**src/rtl/flash_pe_pkg.sv**
```systemverilog
// Purpose: Shared constants and types for the flash program/erase control block.
// Assumes: AXI4-Lite register access with 32-bit data, one clock domain.
// Notes:   Every offset, control bit position and the control reset value used by the logic live here; the status mode field at bits 2:0 does not.
package flash_pe_pkg;

    // ********************************************************************
    // Register map
    // ********************************************************************
    localparam logic [7:0] OFF_CTRL_FIRST  = 8'h00; // Request, check and guard bits.
    localparam logic [7:0] OFF_CTRL_SECOND = 8'h04; // Error flag, read only.
    localparam logic [7:0] OFF_EBS_FIRST   = 8'h08; // Erase block select, blocks 7..0.
    localparam logic [7:0] OFF_EBS_SECOND  = 8'h0c; // Erase block select, blocks 15..8.
    localparam logic [7:0] OFF_STATUS      = 8'h10; // Operating mode and page count.

    // ********************************************************************
    // Field positions
    // ********************************************************************
    localparam int BIT_PROG_REQ  = 0; // Program request.
    localparam int BIT_ERASE_REQ = 1; // Erase request.
    localparam int BIT_PCHECK    = 2; // Program check (verify) bit.
    localparam int BIT_WCHECK    = 3; // Wipe check (verify) bit.
    localparam int BIT_GUARD     = 6; // Write enable guard.
    localparam int BIT_ERR       = 7; // Flash error flag in the second control register.
    localparam int STAT_PAGE_LSB = 8; // Page byte count in the status register.

    // ********************************************************************
    // Values and sizes
    // ********************************************************************
    localparam logic [7:0]  CTRL_RESET    = 8'h00; // Reset value of every control register.
    localparam logic [7:0]  BYTE_ALL_ONES = 8'hff; // Dummy write data for verify.
    localparam logic [1:0]  VERIFY_LOW    = 2'h0;  // Low address bits of a verify address.
    localparam int          PAGE_BYTES    = 128;   // Bytes latched per programming page.
    localparam int          PAGE_AW       = 7;     // Address bits inside one page.
    localparam logic [1:0]  RESP_OKAY     = 2'h0;  // AXI answer for a mapped register.
    localparam logic [1:0]  RESP_SLVERR   = 2'h2;  // AXI answer for an unmapped address.

    // Operating mode, Gray coded along idle, program, verify, erase, erase verify.
    typedef enum logic [2:0] {
        MODE_IDLE  = 3'h0,
        MODE_PROG  = 3'h1,
        MODE_PVER  = 3'h3,
        MODE_ERASE = 3'h2,
        MODE_EVER  = 3'h6
    } mode_t;

    // The bits of the first control register that steer the block.
    typedef struct packed {
        logic guard;    // Write enable guard.
        logic wcheck;   // Erase verify selected.
        logic pcheck;   // Program verify selected.
        logic erase;    // Erase request.
        logic prog;     // Program request.
    } ctrl_t;

endpackage : flash_pe_pkg

```
**src/rtl/flash_program_erase_control.sv**
```systemverilog
// Purpose: Mode selection, page latch and protection for on-chip flash program/erase.
// Assumes: CPU flash accesses and system events come from logic on aclk.
// Notes:   Analog pulse timing is left to software; the block only gates the pulses.
`timescale 1ns/1ps

// Notes on behaviour
// - Control registers select exactly one mode.
// - Latch address plus 128 bytes, aligned page.
// - Program only while program request held.
// - Program verify: dummy FF write, word reads.
// - Erase only while erase request held.
// - Erase verify: dummy FF write, longword reads.
// - Reset, watchdog, standby clear all registers.
// - Guard zero blocks program and erase.
// - Unselected blocks are erase protected.
// - Faults during program/erase set error flag.
// - Error keeps settings, aborts, allows verify.
// - Error leaves only by reset, standby; the code also clears it on watchdog.
// - Array reads undefined during requests.
// - Guard set: array reads only in verify.
module flash_program_erase_control
    import flash_pe_pkg::*;
#(
    parameter int          ADDR_W     = 16,            // Flash byte address width.
    parameter int          BLOCKS     = 16,            // Number of erase blocks.
    parameter logic [31:0] UNDEF_DATA = 32'h5a5a_a5a5  // Read value while data is undefined.
)(
    input  wire logic              aclk,
    input  wire logic              aresetn,
    // AXI4-Lite register slave.
    input  wire logic [7:0]        s_awaddr,
    input  wire logic              s_awvalid,
    output logic                   s_awready,
    input  wire logic [31:0]       s_wdata,
    input  wire logic [3:0]        s_wstrb,
    input  wire logic              s_wvalid,
    output logic                   s_wready,
    output logic [1:0]             s_bresp,
    output logic                   s_bvalid,
    input  wire logic              s_bready,
    input  wire logic [7:0]        s_araddr,
    input  wire logic              s_arvalid,
    output logic                   s_arready,
    output logic [31:0]            s_rdata,
    output logic [1:0]             s_rresp,
    output logic                   s_rvalid,
    input  wire logic              s_rready,
    // CPU access to the flash array window.
    input  wire logic              fl_req,
    input  wire logic              fl_we,
    input  wire logic [ADDR_W-1:0] fl_addr,
    input  wire logic [7:0]        fl_wdata,
    output logic                   fl_ack,
    output logic [31:0]            fl_rdata,
    // System events.
    input  wire logic              watchdog_reset,
    input  wire logic              hw_standby,
    input  wire logic              low_power_entry,
    input  wire logic              exception_entry,
    input  wire logic              sleep_exec,
    input  wire logic              bus_release,
    // Flash array side.
    input  wire logic [31:0]       arr_rdata,
    output logic [ADDR_W-1:0]      arr_addr,
    output logic                   arr_program,
    output logic                   arr_erase,
    output logic                   arr_verify,
    output logic [BLOCKS-1:0]      arr_block_sel,
    output logic [ADDR_W-1:0]      arr_page_base,
    input  wire logic [PAGE_AW-1:0] arr_byte_idx,
    output logic [7:0]             arr_byte_data
);

    // ********************************************************************
    // State
    // ********************************************************************
    ctrl_t                ctrl_r,    ctrl_nxt;     // First control register.
    logic                 err_r,     err_nxt;      // Flash error flag.
    logic [BLOCKS-1:0]    ebs_r,     ebs_nxt;      // Both erase block selects.
    mode_t                mode_r,    mode_nxt;     // Registered operating mode.
    logic [ADDR_W-1:0]    base_r,    base_nxt;     // Latched page base address.
    logic [PAGE_AW:0]     cnt_r,     cnt_nxt;      // Bytes latched into the page.
    logic [ADDR_W-1:0]    vaddr_r,   vaddr_nxt;    // Verify address from the dummy write.
    logic                 ack_r,     ack_nxt;      // Flash access answer.
    logic [31:0]          frd_r,     frd_nxt;      // Flash read data.
    logic [7:0]           page_mem   [PAGE_BYTES]; // Page latch.
    logic [7:0]           pbyte_r;                 // Byte handed to the array.
    logic                 aw_hold_r, aw_hold_nxt;  // Write address taken.
    logic [7:0]           awa_r,     awa_nxt;      // Held write address.
    logic                 w_hold_r,  w_hold_nxt;   // Write data taken.
    logic [31:0]          wd_r,      wd_nxt;       // Held write data.
    logic [3:0]           ws_r,      ws_nxt;       // Held write strobes.
    logic                 bv_r,      bv_nxt;       // Write answer valid.
    logic [1:0]           br_r,      br_nxt;       // Write answer code.
    logic                 rv_r,      rv_nxt;       // Read answer valid.
    logic [1:0]           rr_r,      rr_nxt;       // Read answer code.
    logic [31:0]          rd_r,      rd_nxt;       // Read answer data.

    // Decoded combinational terms.
    logic                 both_req;   // Both requests set together.
    logic                 pe_active;  // Program or erase pulse applied to the array.
    logic                 fault;      // A protection fault in this cycle.
    logic                 hw_clear;   // Hardware protection clears the registers.
    logic                 page_we;    // Byte stored into the page latch.
    logic                 do_write;   // Register write performed this cycle.
    mode_t                mode_c;     // Mode decoded from the registers.

    // ********************************************************************
    // Mode decode
    // ********************************************************************
    // The mode is decoded from the registers so that a cleared request stops the pulse
    // in the same cycle; the registered copy only feeds the status read.
    always_comb
    begin
        both_req = ctrl_r.prog && ctrl_r.erase;
        mode_c   = MODE_IDLE;
        if (ctrl_r.guard && !err_r && !both_req && ctrl_r.prog)
        begin
            mode_c = MODE_PROG;
        end
        else if (ctrl_r.guard && !err_r && !both_req && ctrl_r.erase && |ebs_r)
        begin
            mode_c = MODE_ERASE;
        end
        else if (ctrl_r.guard && ctrl_r.pcheck)
        begin
            mode_c = MODE_PVER;
        end
        else if (ctrl_r.guard && ctrl_r.wcheck)
        begin
            mode_c = MODE_EVER;
        end
        pe_active = (mode_c == MODE_PROG) || (mode_c == MODE_ERASE);
        fault     = pe_active && ((fl_req && !fl_we) || exception_entry
                    || sleep_exec || bus_release);
        hw_clear  = watchdog_reset || hw_standby || low_power_entry;
    end

    // Array outputs follow the decoded mode; an error aborts at once.
    assign arr_program   = (mode_c == MODE_PROG) && !fault;
    assign arr_erase     = (mode_c == MODE_ERASE) && !fault;
    assign arr_verify    = (mode_c == MODE_PVER) || (mode_c == MODE_EVER);
    assign arr_block_sel = (mode_c == MODE_ERASE) ? ebs_r : '0;
    assign arr_page_base = base_r;
    assign arr_byte_data = pbyte_r;
    assign arr_addr      = arr_verify ? vaddr_r : fl_addr;
    assign fl_ack        = ack_r;
    assign fl_rdata      = frd_r;

    // ********************************************************************
    // Flash access window: page latch, dummy write, guarded reads
    // ********************************************************************
    // Writes with the guard set outside any mode fill the page; FF writes with address bits 1:0 zero in a verify mode set the verify address.
    always_comb
    begin
        base_nxt  = base_r;
        cnt_nxt   = cnt_r;
        vaddr_nxt = vaddr_r;
        page_we   = 1'b0;
        ack_nxt   = fl_req;
        frd_nxt   = frd_r;
        if (fl_req && fl_we && ctrl_r.guard && mode_c == MODE_IDLE)
        begin
            page_we = 1'b1;
            if (cnt_r == '0 || cnt_r[PAGE_AW])
            begin
                base_nxt = {fl_addr[ADDR_W-1:PAGE_AW], {PAGE_AW{1'b0}}};
                cnt_nxt  = (PAGE_AW+1)'(1);
            end
            else
            begin
                cnt_nxt = cnt_r + (PAGE_AW+1)'(1);
            end
        end
        else if (fl_req && fl_we && arr_verify && fl_wdata == BYTE_ALL_ONES
                 && fl_addr[1:0] == VERIFY_LOW)
        begin
            vaddr_nxt = fl_addr;
        end
        if (fl_req && !fl_we)
        begin
            // Reads under a request are undefined, and with the guard set only verify serves.
            if (ctrl_r.prog || ctrl_r.erase || (ctrl_r.guard && !arr_verify))
            begin
                frd_nxt = UNDEF_DATA;
            end
            else
            begin
                frd_nxt = arr_rdata;
            end
        end
        if (!ctrl_r.guard)
        begin
            cnt_nxt = '0;
        end
    end

    // Page latch storage; the array pulls bytes by index.
    always_ff @(posedge aclk)
    begin
        if (page_we)
        begin
            page_mem[fl_addr[PAGE_AW-1:0]] <= fl_wdata;
        end
        pbyte_r <= page_mem[arr_byte_idx];
    end

    // ********************************************************************
    // AXI4-Lite slave
    // ********************************************************************
    // Address and data are held separately; the write lands once both are in.
    always_comb
    begin
        aw_hold_nxt = aw_hold_r;
        awa_nxt     = awa_r;
        w_hold_nxt  = w_hold_r;
        wd_nxt      = wd_r;
        ws_nxt      = ws_r;
        bv_nxt      = bv_r;
        br_nxt      = br_r;
        rv_nxt      = rv_r;
        rr_nxt      = rr_r;
        rd_nxt      = rd_r;
        do_write    = 1'b0;
        if (s_awvalid && s_awready)
        begin
            aw_hold_nxt = 1'b1;
            awa_nxt     = s_awaddr;
        end
        if (s_wvalid && s_wready)
        begin
            w_hold_nxt = 1'b1;
            wd_nxt     = s_wdata;
            ws_nxt     = s_wstrb;
        end
        if (bv_r && s_bready)
        begin
            bv_nxt = 1'b0;
        end
        if (aw_hold_r && w_hold_r && !bv_r)
        begin
            do_write    = 1'b1;
            aw_hold_nxt = 1'b0;
            w_hold_nxt  = 1'b0;
            bv_nxt      = 1'b1;
            br_nxt      = (awa_r == OFF_CTRL_FIRST || awa_r == OFF_CTRL_SECOND
                          || awa_r == OFF_EBS_FIRST || awa_r == OFF_EBS_SECOND
                          || awa_r == OFF_STATUS) ? RESP_OKAY : RESP_SLVERR;
        end
        if (rv_r && s_rready)
        begin
            rv_nxt = 1'b0;
        end
        if (s_arvalid && s_arready)
        begin
            rv_nxt = 1'b1;
            rr_nxt = RESP_OKAY;
            rd_nxt = '0;
            if (s_araddr == OFF_CTRL_FIRST)
            begin
                rd_nxt[BIT_GUARD]     = ctrl_r.guard;
                rd_nxt[BIT_WCHECK]    = ctrl_r.wcheck;
                rd_nxt[BIT_PCHECK]    = ctrl_r.pcheck;
                rd_nxt[BIT_ERASE_REQ] = ctrl_r.erase;
                rd_nxt[BIT_PROG_REQ]  = ctrl_r.prog;
            end
            else if (s_araddr == OFF_CTRL_SECOND)
            begin
                rd_nxt[BIT_ERR] = err_r;
            end
            else if (s_araddr == OFF_EBS_FIRST)
            begin
                rd_nxt[7:0] = ebs_r[7:0];
            end
            else if (s_araddr == OFF_EBS_SECOND)
            begin
                rd_nxt[7:0] = ebs_r[BLOCKS-1:8];
            end
            else if (s_araddr == OFF_STATUS)
            begin
                rd_nxt[2:0]                         = mode_r;
                rd_nxt[STAT_PAGE_LSB +: PAGE_AW+1] = cnt_r;
            end
            else
            begin
                rr_nxt = RESP_SLVERR;
            end
        end
    end

    assign s_awready = !aw_hold_r;
    assign s_wready  = !w_hold_r;
    assign s_bvalid  = bv_r;
    assign s_bresp   = br_r;
    assign s_arready = !rv_r;
    assign s_rvalid  = rv_r;
    assign s_rresp   = rr_r;
    assign s_rdata   = rd_r;

    // ********************************************************************
    // Control registers and protection
    // ********************************************************************
    // The error flag is set by hardware only; no software write reaches it.
    always_comb
    begin
        ctrl_nxt = ctrl_r;
        ebs_nxt  = ebs_r;
        err_nxt  = err_r || fault;
        mode_nxt = mode_c;
        if (do_write && ws_r[0] && awa_r == OFF_CTRL_FIRST)
        begin
            ctrl_nxt.guard  = wd_r[BIT_GUARD];
            ctrl_nxt.wcheck = wd_r[BIT_WCHECK];
            ctrl_nxt.pcheck = wd_r[BIT_PCHECK];
            ctrl_nxt.erase  = wd_r[BIT_ERASE_REQ];
            ctrl_nxt.prog   = wd_r[BIT_PROG_REQ];
        end
        else if (do_write && ws_r[0] && awa_r == OFF_EBS_FIRST)
        begin
            ebs_nxt[7:0] = wd_r[7:0];
        end
        else if (do_write && ws_r[0] && awa_r == OFF_EBS_SECOND)
        begin
            ebs_nxt[BLOCKS-1:8] = wd_r[BLOCKS-9:0];
        end
        if (hw_clear)
        begin
            ctrl_nxt = ctrl_t'(CTRL_RESET[4:0]);
            ebs_nxt  = '0;
            mode_nxt = MODE_IDLE;
        end
        if (watchdog_reset || hw_standby)
        begin
            err_nxt = 1'b0;
        end
    end

    // All registers of the block except the page latch and pbyte_r; reset is synchronous.
    always_ff @(posedge aclk)
    begin
        if (!aresetn)
        begin
            ctrl_r    <= ctrl_t'(CTRL_RESET[4:0]);
            err_r     <= 1'b0;
            ebs_r     <= '0;
            mode_r    <= MODE_IDLE;
            base_r    <= '0;
            cnt_r     <= '0;
            vaddr_r   <= '0;
            ack_r     <= 1'b0;
            frd_r     <= '0;
            aw_hold_r <= 1'b0;
            awa_r     <= '0;
            w_hold_r  <= 1'b0;
            wd_r      <= '0;
            ws_r      <= '0;
            bv_r      <= 1'b0;
            br_r      <= RESP_OKAY;
            rv_r      <= 1'b0;
            rr_r      <= RESP_OKAY;
            rd_r      <= '0;
        end
        else
        begin
            ctrl_r    <= ctrl_nxt;
            err_r     <= err_nxt;
            ebs_r     <= ebs_nxt;
            mode_r    <= mode_nxt;
            base_r    <= base_nxt;
            cnt_r     <= cnt_nxt;
            vaddr_r   <= vaddr_nxt;
            ack_r     <= ack_nxt;
            frd_r     <= frd_nxt;
            aw_hold_r <= aw_hold_nxt;
            awa_r     <= awa_nxt;
            w_hold_r  <= w_hold_nxt;
            wd_r      <= wd_nxt;
            ws_r      <= ws_nxt;
            bv_r      <= bv_nxt;
            br_r      <= br_nxt;
            rv_r      <= rv_nxt;
            rr_r      <= rr_nxt;
            rd_r      <= rd_nxt;
        end
    end

endmodule : flash_program_erase_control

```
**config.mk**
```make
export PLATFORM = sky130hd
export DESIGN_NAME = flash_program_erase_control
export DESIGN_NICKNAME = d
export VERILOG_FILES = /design/src/rtl/flash_pe_pkg.sv /design/src/rtl/flash_program_erase_control.sv
export SDC_FILE = /design/constraint.sdc
export NUM_CORES = 1
export LEC_CHECK = 0
export BUFFER_PORTS_ARGS = -buffer_cell sky130_fd_sc_hd__buf_2
export CAP_MARGIN = 25
export CORE_MARGIN = 3
export CORE_UTILIZATION = 48
export DETAILED_ROUTE_END_ITERATION = 12
export GPL_TIMING_DRIVEN = 0
export PLACE_DENSITY = 0.71
export SYNTH_ARGS = -nofsm -noshare
export SYNTH_HDL_FRONTEND = slang
export SYNTH_SLANG_ARGS = --single-unit
```
**constraint.sdc**
```tcl
create_clock -name aclk -period 3.15 [get_ports aclk]
set_input_delay 0.1575 -clock aclk [delete_from_list [all_inputs] [get_ports aclk]]
set_output_delay 0.1575 -clock aclk [all_outputs]
set_load 0.03 [all_outputs]
```
# ---- Yosys cells after proc, flatten, opt, wreduce, memory -nomap -nowiden
# Memories as Yosys holds them, arrays and structs flattened. A register that Yosys moved wholly into a read port is not among the register bits.
# Index checks and enable logic that the tools add are counted.
dict set report word_totals {
  ff_bits 132
  memories 1
  inputBits 130
  elab_cells 149
  ram_bits 1024
  output_inout_bits 133
  mem_bits_ro 0
  latchBits 0
}
dict set report classes {
  n_mux 36
  div 0
  n_eq_ne 13
  reduce_logical 70
  add_sub_neg 1
  n_shift 0
  mul 0
  n_lt_le_gt_ge 0
  bitwise 4
}
# name words width rd rd_ports_with_merged_regs wr line
set memory_table {}
lappend memory_table {page_mem 128 8 1 1 1 flash_program_erase_control.sv:86} ;# logic [7:0] page_mem [PAGE_BYTES];
# cell n
set op_table {}
lappend op_table {{$mux W8} 6}
lappend op_table {{$eq A8 B4 Y1 const B} 4}
lappend op_table {{$mux W16} 2}
lappend op_table {{$mux W32} 1}
lappend op_table {{$logic_and A1 B1 Y1} 30}
lappend op_table {{$logic_not A8 Y1} 3}
lappend op_table {{$mux W3} 6}
lappend op_table {{$eq A8 B3 Y1 const B} 2}
lappend op_table {{$eq A8 B5 Y1 const B} 2}
lappend op_table {{$reduce_or A16 Y1} 1}
lappend op_table {{$logic_or A1 B1 Y1} 15}
lappend op_table {{$mux W2} 7}
lappend op_table {{$mux W1} 10}
lappend op_table {{$logic_not A1 Y1} 9}
lappend op_table {{$mux W9} 1}
lappend op_table {{$add A8 B1 Y8 const B} 1}
lappend op_table {{$eq A8 B8 Y1 const B} 1}
lappend op_table {{$reduce_and A2 Y1} 4}
lappend op_table {{$mux W7} 1}
lappend op_table {{$eq A3 B2 Y1 const B} 2}
lappend op_table {{$reduce_or A2 Y1} 3}
lappend op_table {{$mux W5} 1}
lappend op_table {{$mux W4} 1}
lappend op_table {{$not A1 Y1} 4}
lappend op_table {{6 further kinds} 7}

# ---- Depth between registers and ports, before layout
# Gate-level depths: netlist (run 1).
dict set report depth {
  word_depth 13
  mapped_depth 8
  ltp_nobuf 6
}

# ---- Worst setup path before layout (run 1)
# OpenSTA, ideal clock, no wires.
dict set report synth_path {
  path_kind {reg2reg}
  from {register ebs_r[7]}
  to {memory page_mem[108][0] (enable)}
  slack_ps 462
  synth_period_minus_slack_ps 2688
  arrival_ps 2318
  setup_time_ps 370
  t_required_ps 2780
  path_buffers 2
  path_stages_with_launch 8
  cell_sequence {dfxtp_1 -> nor4_1 -> nand4_1 -> clkbuf_1 -> a211oi_2 -> nand4b_1 -> clkbuf_1 -> nor2_1}
}
dict set report synth_between {
  elab_chain_len 9
}
# item line
set synth_lines {}
lappend synth_lines {{start, declared} flash_program_erase_control.sv:79} ;# logic [BLOCKS-1:0] ebs_r, ebs_nxt;
lappend synth_lines {{start signal, assigned} flash_program_erase_control.sv:367} ;# ebs_r <= ebs_nxt;
lappend synth_lines {{$reduce_or A16 Y1} flash_program_erase_control.sv:121} ;# else if (ctrl_r.guard && !err_r && !both_req && ctrl_r.erase && |ebs_r)
lappend synth_lines {{$logic_and A1 B1 Y1} flash_program_erase_control.sv:121}
lappend synth_lines {{$mux W3} flash_program_erase_control.sv:121}
lappend synth_lines {{$mux W3} flash_program_erase_control.sv:117} ;# if (ctrl_r.guard && !err_r && !both_req && ctrl_r.prog)
lappend synth_lines {{$logic_not A3 Y1} flash_program_erase_control.sv:162} ;# if (fl_req && fl_we && ctrl_r.guard && mode_c == MODE_IDLE)
lappend synth_lines {{$logic_and A1 B1 Y1} flash_program_erase_control.sv:162}
lappend synth_lines {{$mux W1} flash_program_erase_control.sv:162}
lappend synth_lines {{$mux W1} flash_program_erase_control.sv:201} ;# if (page_we)
lappend synth_lines {{$mux W1 (not written as such)} flash_program_erase_control.sv:203} ;# page_mem[fl_addr[PAGE_AW-1:0]] <= fl_wdata;
lappend synth_lines {{end, declared} flash_program_erase_control.sv:86}
# No other way between the ends.

==> results of run 1 <==
routing by layer:
| metal | up-vias | part of all wire |
|---|---|---|
| met4 | 2 | 0.042 |
| met5 | - | 0.00011 |
| met3 | 256 | 0.086 |
| met1 | 12700 | 0.38 |
| met2 | 1345 | 0.50 |
| li1 | 10100 | - |
state kept, by name, indices dropped and copies added, names as in the netlist:
name / flops
vaddr_r: 16
ebs_r: 16
arr_byte_data: 8
mode_r: 3
arr_page_base: 9
ws_r: 1
awa_r: 8
w_hold_r: 1
fl_ack: 1
s_rdata: 16
fl_rdata: 32
ctrl_r: 5
page_mem: 1024
s_bvalid: 1
wd_r: 8
cnt_r: 8
s_bresp: 1
err_r: 1
aw_hold_r: 1
s_rvalid: 1
s_rresp: 1
cells by family after synthesis:
logic type | Yosys count | synth area share
buffers and inverters | 165 | 0.0173
multiplexers | 407 | 0.184
flip-flops | 1162 | 0.742
adder cells (fa/ha/maj) | 2 | 0.000554
other | 1 | 0.0000830
AO/OA/AOI/OAI | 116 | 0.0188
AND/OR/NAND/NOR | 378 | 0.0377
power groups by stage:
stage / clock network, mW / logic (mW) / registers, mW
final: 12.9 / 1.97 / 16.8
after global routing: 13.7 / 2.06 / 16.8
after CTS: 13.0 / 1.95 / 16.8
after detailed placement: 0 / 1.85 / 17.2
after global placement: 0 / 1.77 / 17.2
after floorplan: 0 / 0.938 / 17.3
worst min path at each step:
| stage | cells past startpoint | slack [ns] | endpoint | from |
|---|---|---|---|---|
| floorplan | 0 | 0.26 | page_mem[0][0] | fl_wdata[0] |
| finish | 1 | 0.03 | page_mem[27][5] | fl_wdata[5] |
| global route | 1 | 0.04 | page_mem[27][5] | fl_wdata[5] |
| global placement | 2 | 0.35 | s_rvalid | s_rready |
| CTS | 1 | 0.002 | page_mem[30][5] | fl_wdata[5] |
| detailed placement | 2 | 0.36 | s_rvalid | s_rready |
critical path: cells and delay by family:
family / cells / cell delay, ns
buf+inv: 2 / 1.61
mux: 4 / 1.89
through the flow:
step / cells / setup WS [ns]
detailed placement: 3712 / -1.48
global placement: 3695 / -1.40
finish: 4041 / 0.0336
CTS: 4022 / -0.230
global route: 4040 / -0.0423
floorplan: 2255 / 0.462
what timing repair did:
item / 4_1_cts / 5_1_grt
hold buffers: 80 / 0
endpoints found under the hold margin: 172 / 0
buffers inserted: 24 / 11
pin swaps: 16 / 22
gates resized for setup: 140 / 80
setup endpoints to repair: 1041 / 966
cells in the mapped netlist, types with 3 or more instances:
cell type,number,area share
nor2_1,181,0.015
or3_1,6,0.00083
a211oi_1,3,0.00050
edfxtp_1,1024,0.68
mux2i_1,44,0.0097
o21ai_0,19,0.0021
nand3b_1,7,0.0012
or4_1,5,0.00083
buf_2,21,0.0023
clkbuf_1,83,0.0069
mux2_2,27,0.0067
o221a_2,16,0.0040
nor4_1,7,0.00097
nand3_1,26,0.0029
buf_4,30,0.0050
nand4_1,8,0.0011
nand4b_1,3,0.00058
and2_1,4,0.00055
mux4_2,336,0.17
nor3_1,3,0.00033
nand2b_1,4,0.00055
a32o_1,16,0.0035
a31oi_1,5,0.00069
nand2_1,87,0.0072
buf_6,3,0.00075
inv_1,10,0.00083
and3_1,18,0.0025
nor2b_1,9,0.0012
a21oi_1,42,0.0047
dfxtp_1,138,0.061
buf_1,17,0.0014
a22o_1,3,0.00058
layout make-up:
| class | instances | area (um^2) |
|---|---|---|
| Inverter | 11 | 41.3 |
| Antenna cell | 4 | 10.0 |
| Tap cell | 1243 | 1560 |
| Clock inverter | 75 | 641 |
| Fill cell | 6634 | 38800 |
| Sequential cell | 1162 | 33500 |
| Timing Repair Buffer | 333 | 2620 |
| Clock buffer | 131 | 2870 |
| Buffer | 154 | 772 |
| Multi-Input combinational cell | 928 | 11600 |
==> flow_summary.yaml, run 1 <==
status:
  status: "completed"
global_routing:
  overflow: 0
  met2_usage: 0.386
  antenna_found_initial: 5
  grt_max_degree: 98
  grt_pass1_wl_um: 168000
  grt_pass1_vias: 25100
  grtUsageMet1: 0.312
  track_usage: 0.234
  met3_usage: 0.0445
  busiest_layer: "met2"
cts:
  clk_pin_slew_worst_paths_ns: 0.06
  h-tree-depth: 3
  cts_made_buffers: 110
  cts-root-buf: "clkbuf_16"
  clk_path_buf_depth: 3
  cts_tree: "built"
  clock-sinks: 1162
  clk_latency_ns: 0.69
sta:
  tightest_slew_ns: 1.12
  whs_ns: 0.0283
  rsz0062_at_grt: "true"
  hold_violations: 0
  max_slew_margin: 0.255
  fin_crit_ns: 3.12
  slew_violations: 0
  post-route-period-util: 0.989
  finClkSkew_ns: 0.0309
  setup_viol: 0
  max_freq_mhz: 321
  fin_tns_setup_ns: 0
drt:
  drc: 0
  wl_per_cell_um: 28.5
  drt-pass1-iter-count: 6
  drtAntennaViolNets: 0
  wl_um: 115000
  vias: 24400
  via_per_inst: 6.04
  drt_iter0_drc: 2904
critical_path:
  crit_path_start: "arr_byte_idx[2]"
  end_kind: "flop"
  worst-r2r-cell-count: 8
  crit_chain: "clkbuf_1 -> buf_1 -> mux4_2 -> mux4_2 -> mux4_2 -> mux2_2"
  critical_path.endpoint: "arr_byte_data[0]"
  crit_type: "in2reg"
  cp_common_cell: "mux4_2"
  critPathLaunchType: "primary input"
  arrival_ns: 3.67
  cp_slowest_stage_delay_ns: 0.81
  crit_slowest_cell: "clkbuf_1"
  timing.rr.start: "ctrl_r[2]"
  required_ns: 3.71
  reg2reg_to: "page_mem[109][0]"
  reg2reg_slack_ns: 0.05
  worstPathMaxFanout: 10
power_and_ir_drop:
  seqPwrFrac: 0.531
  leakage_nw: 17.2
  ir_drop_v: 0.000467
  power_mw: 31.7
  powerDensity_nw_per_um2: 591
  intPower_mw: 24.8
  p_comb_frac: 0.062
  clkPwrFrac: 0.407
  p_switching_mw: 6.89
  switching_share: 0.217
placed_design:
  place.gp.congestion: 0.895
  portBuffers: 197
  dp_hpwl_um: 76100
  placed_cell_area_um2: 48200
floorplanning:
  rows: 111
  coreArea_um2: 92500
  initial_core_util: 0.489
  dieHeight_um: 313
  die_x_um: 313
  die_area_um2: 97900
  ios: 263
cells_and_area:
  layout_commonest_cell: "edfxtp_1"
  most-common-layout-cells: "1024 x edfxtp_1, 336 x mux4_2, 212 x buf_2"
  utilization: 0.580
  areaGrowthSynthToFinish_pct: 18.7
  nets: 2832
  design_area_um2: 53700
  drive_above_1_share: 0.355
synth:
  yosys_warnings: 0
  synth_area_per_cell_um2: 20.3
  synthArstFlopShare: 0
  netlist_area_um2: 45200
  synth_edf_count: 1024
  ys.flop_type: "edfxtp_1"
  synthCells: 2231
  synth_seq_cells: 1162
  synth_cell_types: 51
  ys_seq_area_frac: 0.742
flow_run:
  maxCapViolCount: 0
hold_path:
  hold_path.class: "in2reg"
No activity file was read; power rests on OpenSTA's default activity.
==> inputs of run 2 (changes only) <==
- CELL_PAD_IN_SITES_DETAIL_PLACEMENT: not set -> 1
- CELL_PAD_IN_SITES_GLOBAL_PLACEMENT: not set -> 1
- PLACE_DENSITY: 0.71 -> 0.79
- SETUP_SLACK_MARGIN: not set -> 0.1
==> run 2 against run 1 <==
  * Non-clock buffer count is 17 lower
  * Via count is 3.2% higher
  * Die area stayed put
  * Core utilization is 0.35 points higher
  * Fmax is 1.9% higher
  * Clock power is 9% higher
  * Count of clock-buffer cells in the layout is 21 higher
  * Highest routed layer unchanged
  * Hold slack better by 0.0086 ns
  * Combinational power is 4% higher
==> flow_summary.yaml, run 2 (synthesis results as in run 1) <==
drt:
  drt-pass1-iter-count: 5
  drt_iter0_drc: 3170
  drc: 0
  wl_per_cell_um: 33.4
  vias: 25200
  wl_um: 135000
  drtAntennaViolNets: 0
  via_per_inst: 6.25
cts:
  cts_made_buffers: 114
  clock-sinks: 1162
  cts_tree: "built"
  h-tree-depth: 3
  cts-root-buf: "clkbuf_16"
  clk_latency_ns: 0.72
  clk_path_buf_depth: 3
  clk_pin_slew_worst_paths_ns: 0.06
global_routing:
  grt_pass1_vias: 27000
  track_usage: 0.275
  grt_pass1_wl_um: 194000
  overflow: 0
  grt_max_degree: 102
  antenna_found_initial: 11
hold_path:
  hold_path.class: "in2reg"
  min_from: "fl_wdata[2]"
  hold_end: "page_mem[10][2]"
  hold_depth: 1
placed_design:
  dp_hpwl_um: 83500
  place.gp.congestion: 0.872
  portBuffers: 197
  placedCellCount: 3711
  pre_cts_slack_ns: -1.44
cells_and_area:
  nets: 2819
  layout_commonest_cell: "edfxtp_1"
  fillers: 8047
  final_cells: 4029
  largest_reg_flops: 1024
  drive_above_1_share: 0.355
  multiInputGateArea_um2: 11700
  areaGrowthSynthToFinish_pct: 19.4
  final-seq-area_um2: 33500
  most-common-layout-cells: "1024 x edfxtp_1, 336 x mux4_2, 213 x buf_2"
  utilization: 0.584
critical_path:
  reg2reg_slack_ns: 0.09
  arrival_ns: 3.64
  worst-r2r-cell-count: 7
  worstPathMaxFanout: 10
  required_ns: 3.73
  end_kind: "flop"
  critPathLaunchType: "primary input"
  crit_type: "in2reg"
  timing.rr.start: "ebs_r[7]"
  reg2reg_to: "page_mem[19][6]"
floorplanning:
  die_area_um2: 97900
  coreArea_um2: 92500
  dieHeight_um: 313
  ios: 263
  rows: 111
  die_x_um: 313
  initial_core_util: 0.489
sta:
  fin_crit_ns: 3.06
  post-route-period-util: 0.971
  rsz0062_at_grt: "true"
  slew_violations: 0
  finClkSkew_ns: 0.0325
  max_slew_margin: 0.309
  setup_viol: 0
  setup_slack_ns: 0.0910
  hold_violations: 0
  fin_tns_setup_ns: 0
  tightest_slew_ns: 1.04
  max_freq_mhz: 327
power_and_ir_drop:
  ir_drop_v: 0.000442
  leakage_nw: 17.3
  power_mw: 33.0
  powerDensity_nw_per_um2: 611
flow_run:
  maxCapViolCount: 0
status:
  status: "completed"
[run 2: metal layers]
metal	routed length [um]	vias to the layer above	track usage
met4	5670	10	0.120
met2	69200	1514	0.464
met3	11300	308	0.0621
met5	69	-	0
li1	-	10000	-
met1	48200	13300	0.343
[run 2: how the worst max path moves through the flow]
stage                          from               end  slack [ns]  depth (start not counted)
finish              arr_byte_idx[2]  arr_byte_data[4]        0.09                          6
CTS                 arr_byte_idx[2]  arr_byte_data[7]        0.04                          6
detailed placement        ebs_r[11]   page_mem[67][1]       -1.44                          7
global route              ctrl_r[2]   page_mem[19][0]      -0.008                          6
floorplan                  ebs_r[7]  page_mem[108][0]        0.46                          7
global placement        fl_wdata[4]       vaddr_r[12]       -1.39                          7
[run 2: worst max-delay path, stage by stage]
cell and delay, ns:
clkbuf_1 0.74, buf_1 0.84, mux4_2 0.43, mux4_2 0.58, mux4_2 0.54, mux2_2 0.33
[run 2: metrics by stage]
stage	hold slack [ns]	instance area [um^2]
2_1_floorplan	0.256	45300
3_3_place_gp	0.347	47800
3_5_place_dp	0.360	48200
4_1_cts	0.00518	53800
5_1_grt	0.0444	54000
6_report	0.0369	54000
[run 2: power breakdown]
group	internal (mW)	switching, mW
sequential	16.8	0.0472
combinational	0.788	1.26
clock	8.09	6.00
[run 2: layout make-up]
type,count,area share
multi-input combinational,928,0.217
sequential,1162,0.621
timing repair buffer,316,0.0454
clock inverter,58,0.0137
buffer,154,0.0154
clock buffer,152,0.0574
antenna,5,0.000232
tap,1243,0.0288
inverter,11,0.000765
[run 2: timing repair]
| item | CTS | global route |
|---|---|---|
| hold endpoints to repair | 328 | 0 |
| gates resized for setup | 206 | 35 |
| pin swaps | 16 | 5 |
| setup buffers | 15 | 2 |
| setup endpoints to repair | 1045 | 863 |
| hold buffers | 83 | 0 |
==> inputs of run 3 (changes only) <==
- GPL_TIMING_DRIVEN: 0 -> not set
- clock period: 3.15 -> 3.95 ns (I/O delays scaled with it)
==> run 3 against run 2 <==
  * Sequential power down 20%
  * Combinational power down 26%
  * Critical path depth up 1
  * Via count down 3.4%
  * Register-to-register slack better by 0.37 ns
  * Final cell count down 2.8%
  * Clock power down 26%
  * Non-clock buffer count down 112
  * Count of clock-buffer cells in the layout down 11
  * Die area unchanged
  * Flip-flop and latch count unchanged
  * First-iteration DRC count down 11%
  * Critical endpoint is now arr_addr[6]
  * Largest power group unchanged
==> flow_summary.yaml, run 3 (synthesis results as in run 1) <==
floorplanning:
  die_area_um2: 97900
  dieHeight_um: 313
  rows: 111
  ios: 263
  coreArea_um2: 92500
  initial_core_util: 0.489
  die_x_um: 313
power_and_ir_drop:
  ir_drop_v: 0.000333
  powerDensity_nw_per_um2: 485
  leakage_nw: 16.9
critical_path:
  critPathLaunchType: "flop"
  crit_slowest_cell: "nor2_2"
  arrival_ns: 3.29
  crit_chain: "nor4_1 -> and4_1 -> o21ai_0 -> nor2_2 -> buf_8 -> mux2_2 -> buf_2"
  cp_slowest_stage_delay_ns: 0.47
  required_ns: 3.75
  end_kind: "output port"
  crit_type: "reg2out"
  worstPathMaxFanout: 12
sta:
  setup_viol: 0
  tightest_slew_ns: 1.04
  post-route-period-util: 0.884
  fin_crit_ns: 3.49
  rsz0062_at_grt: "false"
  max_freq_mhz: 286
  fin_tns_setup_ns: 0
  slew_violations: 0
  max_slew_margin: 0.305
  hold_violations: 0
  finClkSkew_ns: 0.0247
global_routing:
  grt_pass1_wl_um: 181000
  grt_max_degree: 127
  antenna_found_initial: 7
  track_usage: 0.251
  overflow: 0
  grt_pass1_vias: 26000
placed_design:
  dp_hpwl_um: 72800
  place.gp.congestion: 0.856
  portBuffers: 210
  placedCellCount: 3613
drt:
  vias: 24300
  wl_per_cell_um: 31.2
  via_per_inst: 6.21
  wl_um: 122000
  drt-pass1-iter-count: 6
  drt_iter0_drc: 2825
  drtAntennaViolNets: 0
  drc: 0
cts:
  clk_pin_slew_worst_paths_ns: 0.06
  cts_made_buffers: 115
  clock-sinks: 1162
  postCtsSetupRepairBufs: 0
  clk_latency_ns: 0.69
  h-tree-depth: 3
  cts-root-buf: "clkbuf_16"
  cts_hold_buf: 85
  cts-resized-gates: 0
  cts_tree: "built"
  clk_path_buf_depth: 3
cells_and_area:
  multiInputGateArea_um2: 11000
  final_cells: 3917
  fillers: 8155
  areaGrowthSynthToFinish_pct: 15.7
  final-seq-area_um2: 33500
  nets: 2708
  layout_commonest_cell: "edfxtp_1"
  drive_above_1_share: 0.306
  largest_reg_flops: 1024
  most-common-layout-cells: "1024 x edfxtp_1, 336 x mux4_2, 200 x buf_2"
flow_run:
  maxCapViolCount: 0
status:
  status: "completed"
hold_path:
  hold_path.class: "in2reg"
-- run 3: cell count changes in the layout (fill, tap and decap cells not counted), moves of 8 or more --
cell and delta:
buf_1 -16, buf_16 -8, buf_2 -13, bufinv_16 -9, clkbuf_1 -79, clkbuf_8 -8, clkinv_1 +17, nor2_1 +122
nor2_2 -53, nor2_4 -69
-- run 3: power by group --
part / internal [mW] / switching [mW]
combinational: 0.604 / 0.917
clock: 5.79 / 4.62
sequential: 13.4 / 0.0538
total: 19.8 / 5.59
-- run 3: metal layers --
layer / wire (um) / up-vias / track usage
li1: - / 9803 / -
met1: 45700 / 12900 / 0.331
met2: 62200 / 1334 / 0.423
met3: 9490 / 274 / 0.0425
met4: 4770 / 2 / 0.0942
met5: 13 / - / 0
-- run 3: per-stage QoR --
step | cell area (um^2) | hold WS, ns | utilization | power, mW | worst slack (ns)
floorplan | 45300 | 0.296 | - | 14.5 | 1.26
global placement | 47800 | 0.385 | 0.517 | 15.1 | 0.535
detailed placement | 47800 | 0.406 | 0.517 | 15.1 | 0.431
CTS | 52200 | 0.0104 | 0.565 | 25.5 | 0.432
global route | 52300 | 0.0740 | 0.565 | 26.1 | 0.222
finish | 52300 | 0.0605 | 0.565 | 25.4 | 0.459
-- run 3: worst max-delay path: cells and delay by family, from the launching register on --
kind	cells	cell delay, ns
buf+inv	2	0.43
simple gates	3	1.16
flops	1	0.36
compound gates	1	0.27
mux	1	0.36
-- run 3: path summary, 6_finish.rpt --
kind                     from        endpoint  slack (ns)  cells past startpoint
hold reg to reg   s_rdata[14]     s_rdata[14]        0.46                      2
setup reg to reg     ebs_r[6]  page_mem[2][1]        0.46                      6
hold / removal    s_araddr[5]     s_rdata[15]        0.06                      5
setup / recovery     ebs_r[6]     arr_addr[6]        0.46                      7
-- run 3: area by class of cell --
class	instances	share of cell area
clock buffer	141	0.0583
inverter	11	0.000790
multi-input combinational	928	0.210
antenna	7	0.000335
sequential	1162	0.641
timing repair buffer	358	0.0503
clock inverter	67	0.00940
tap	1243	0.0297
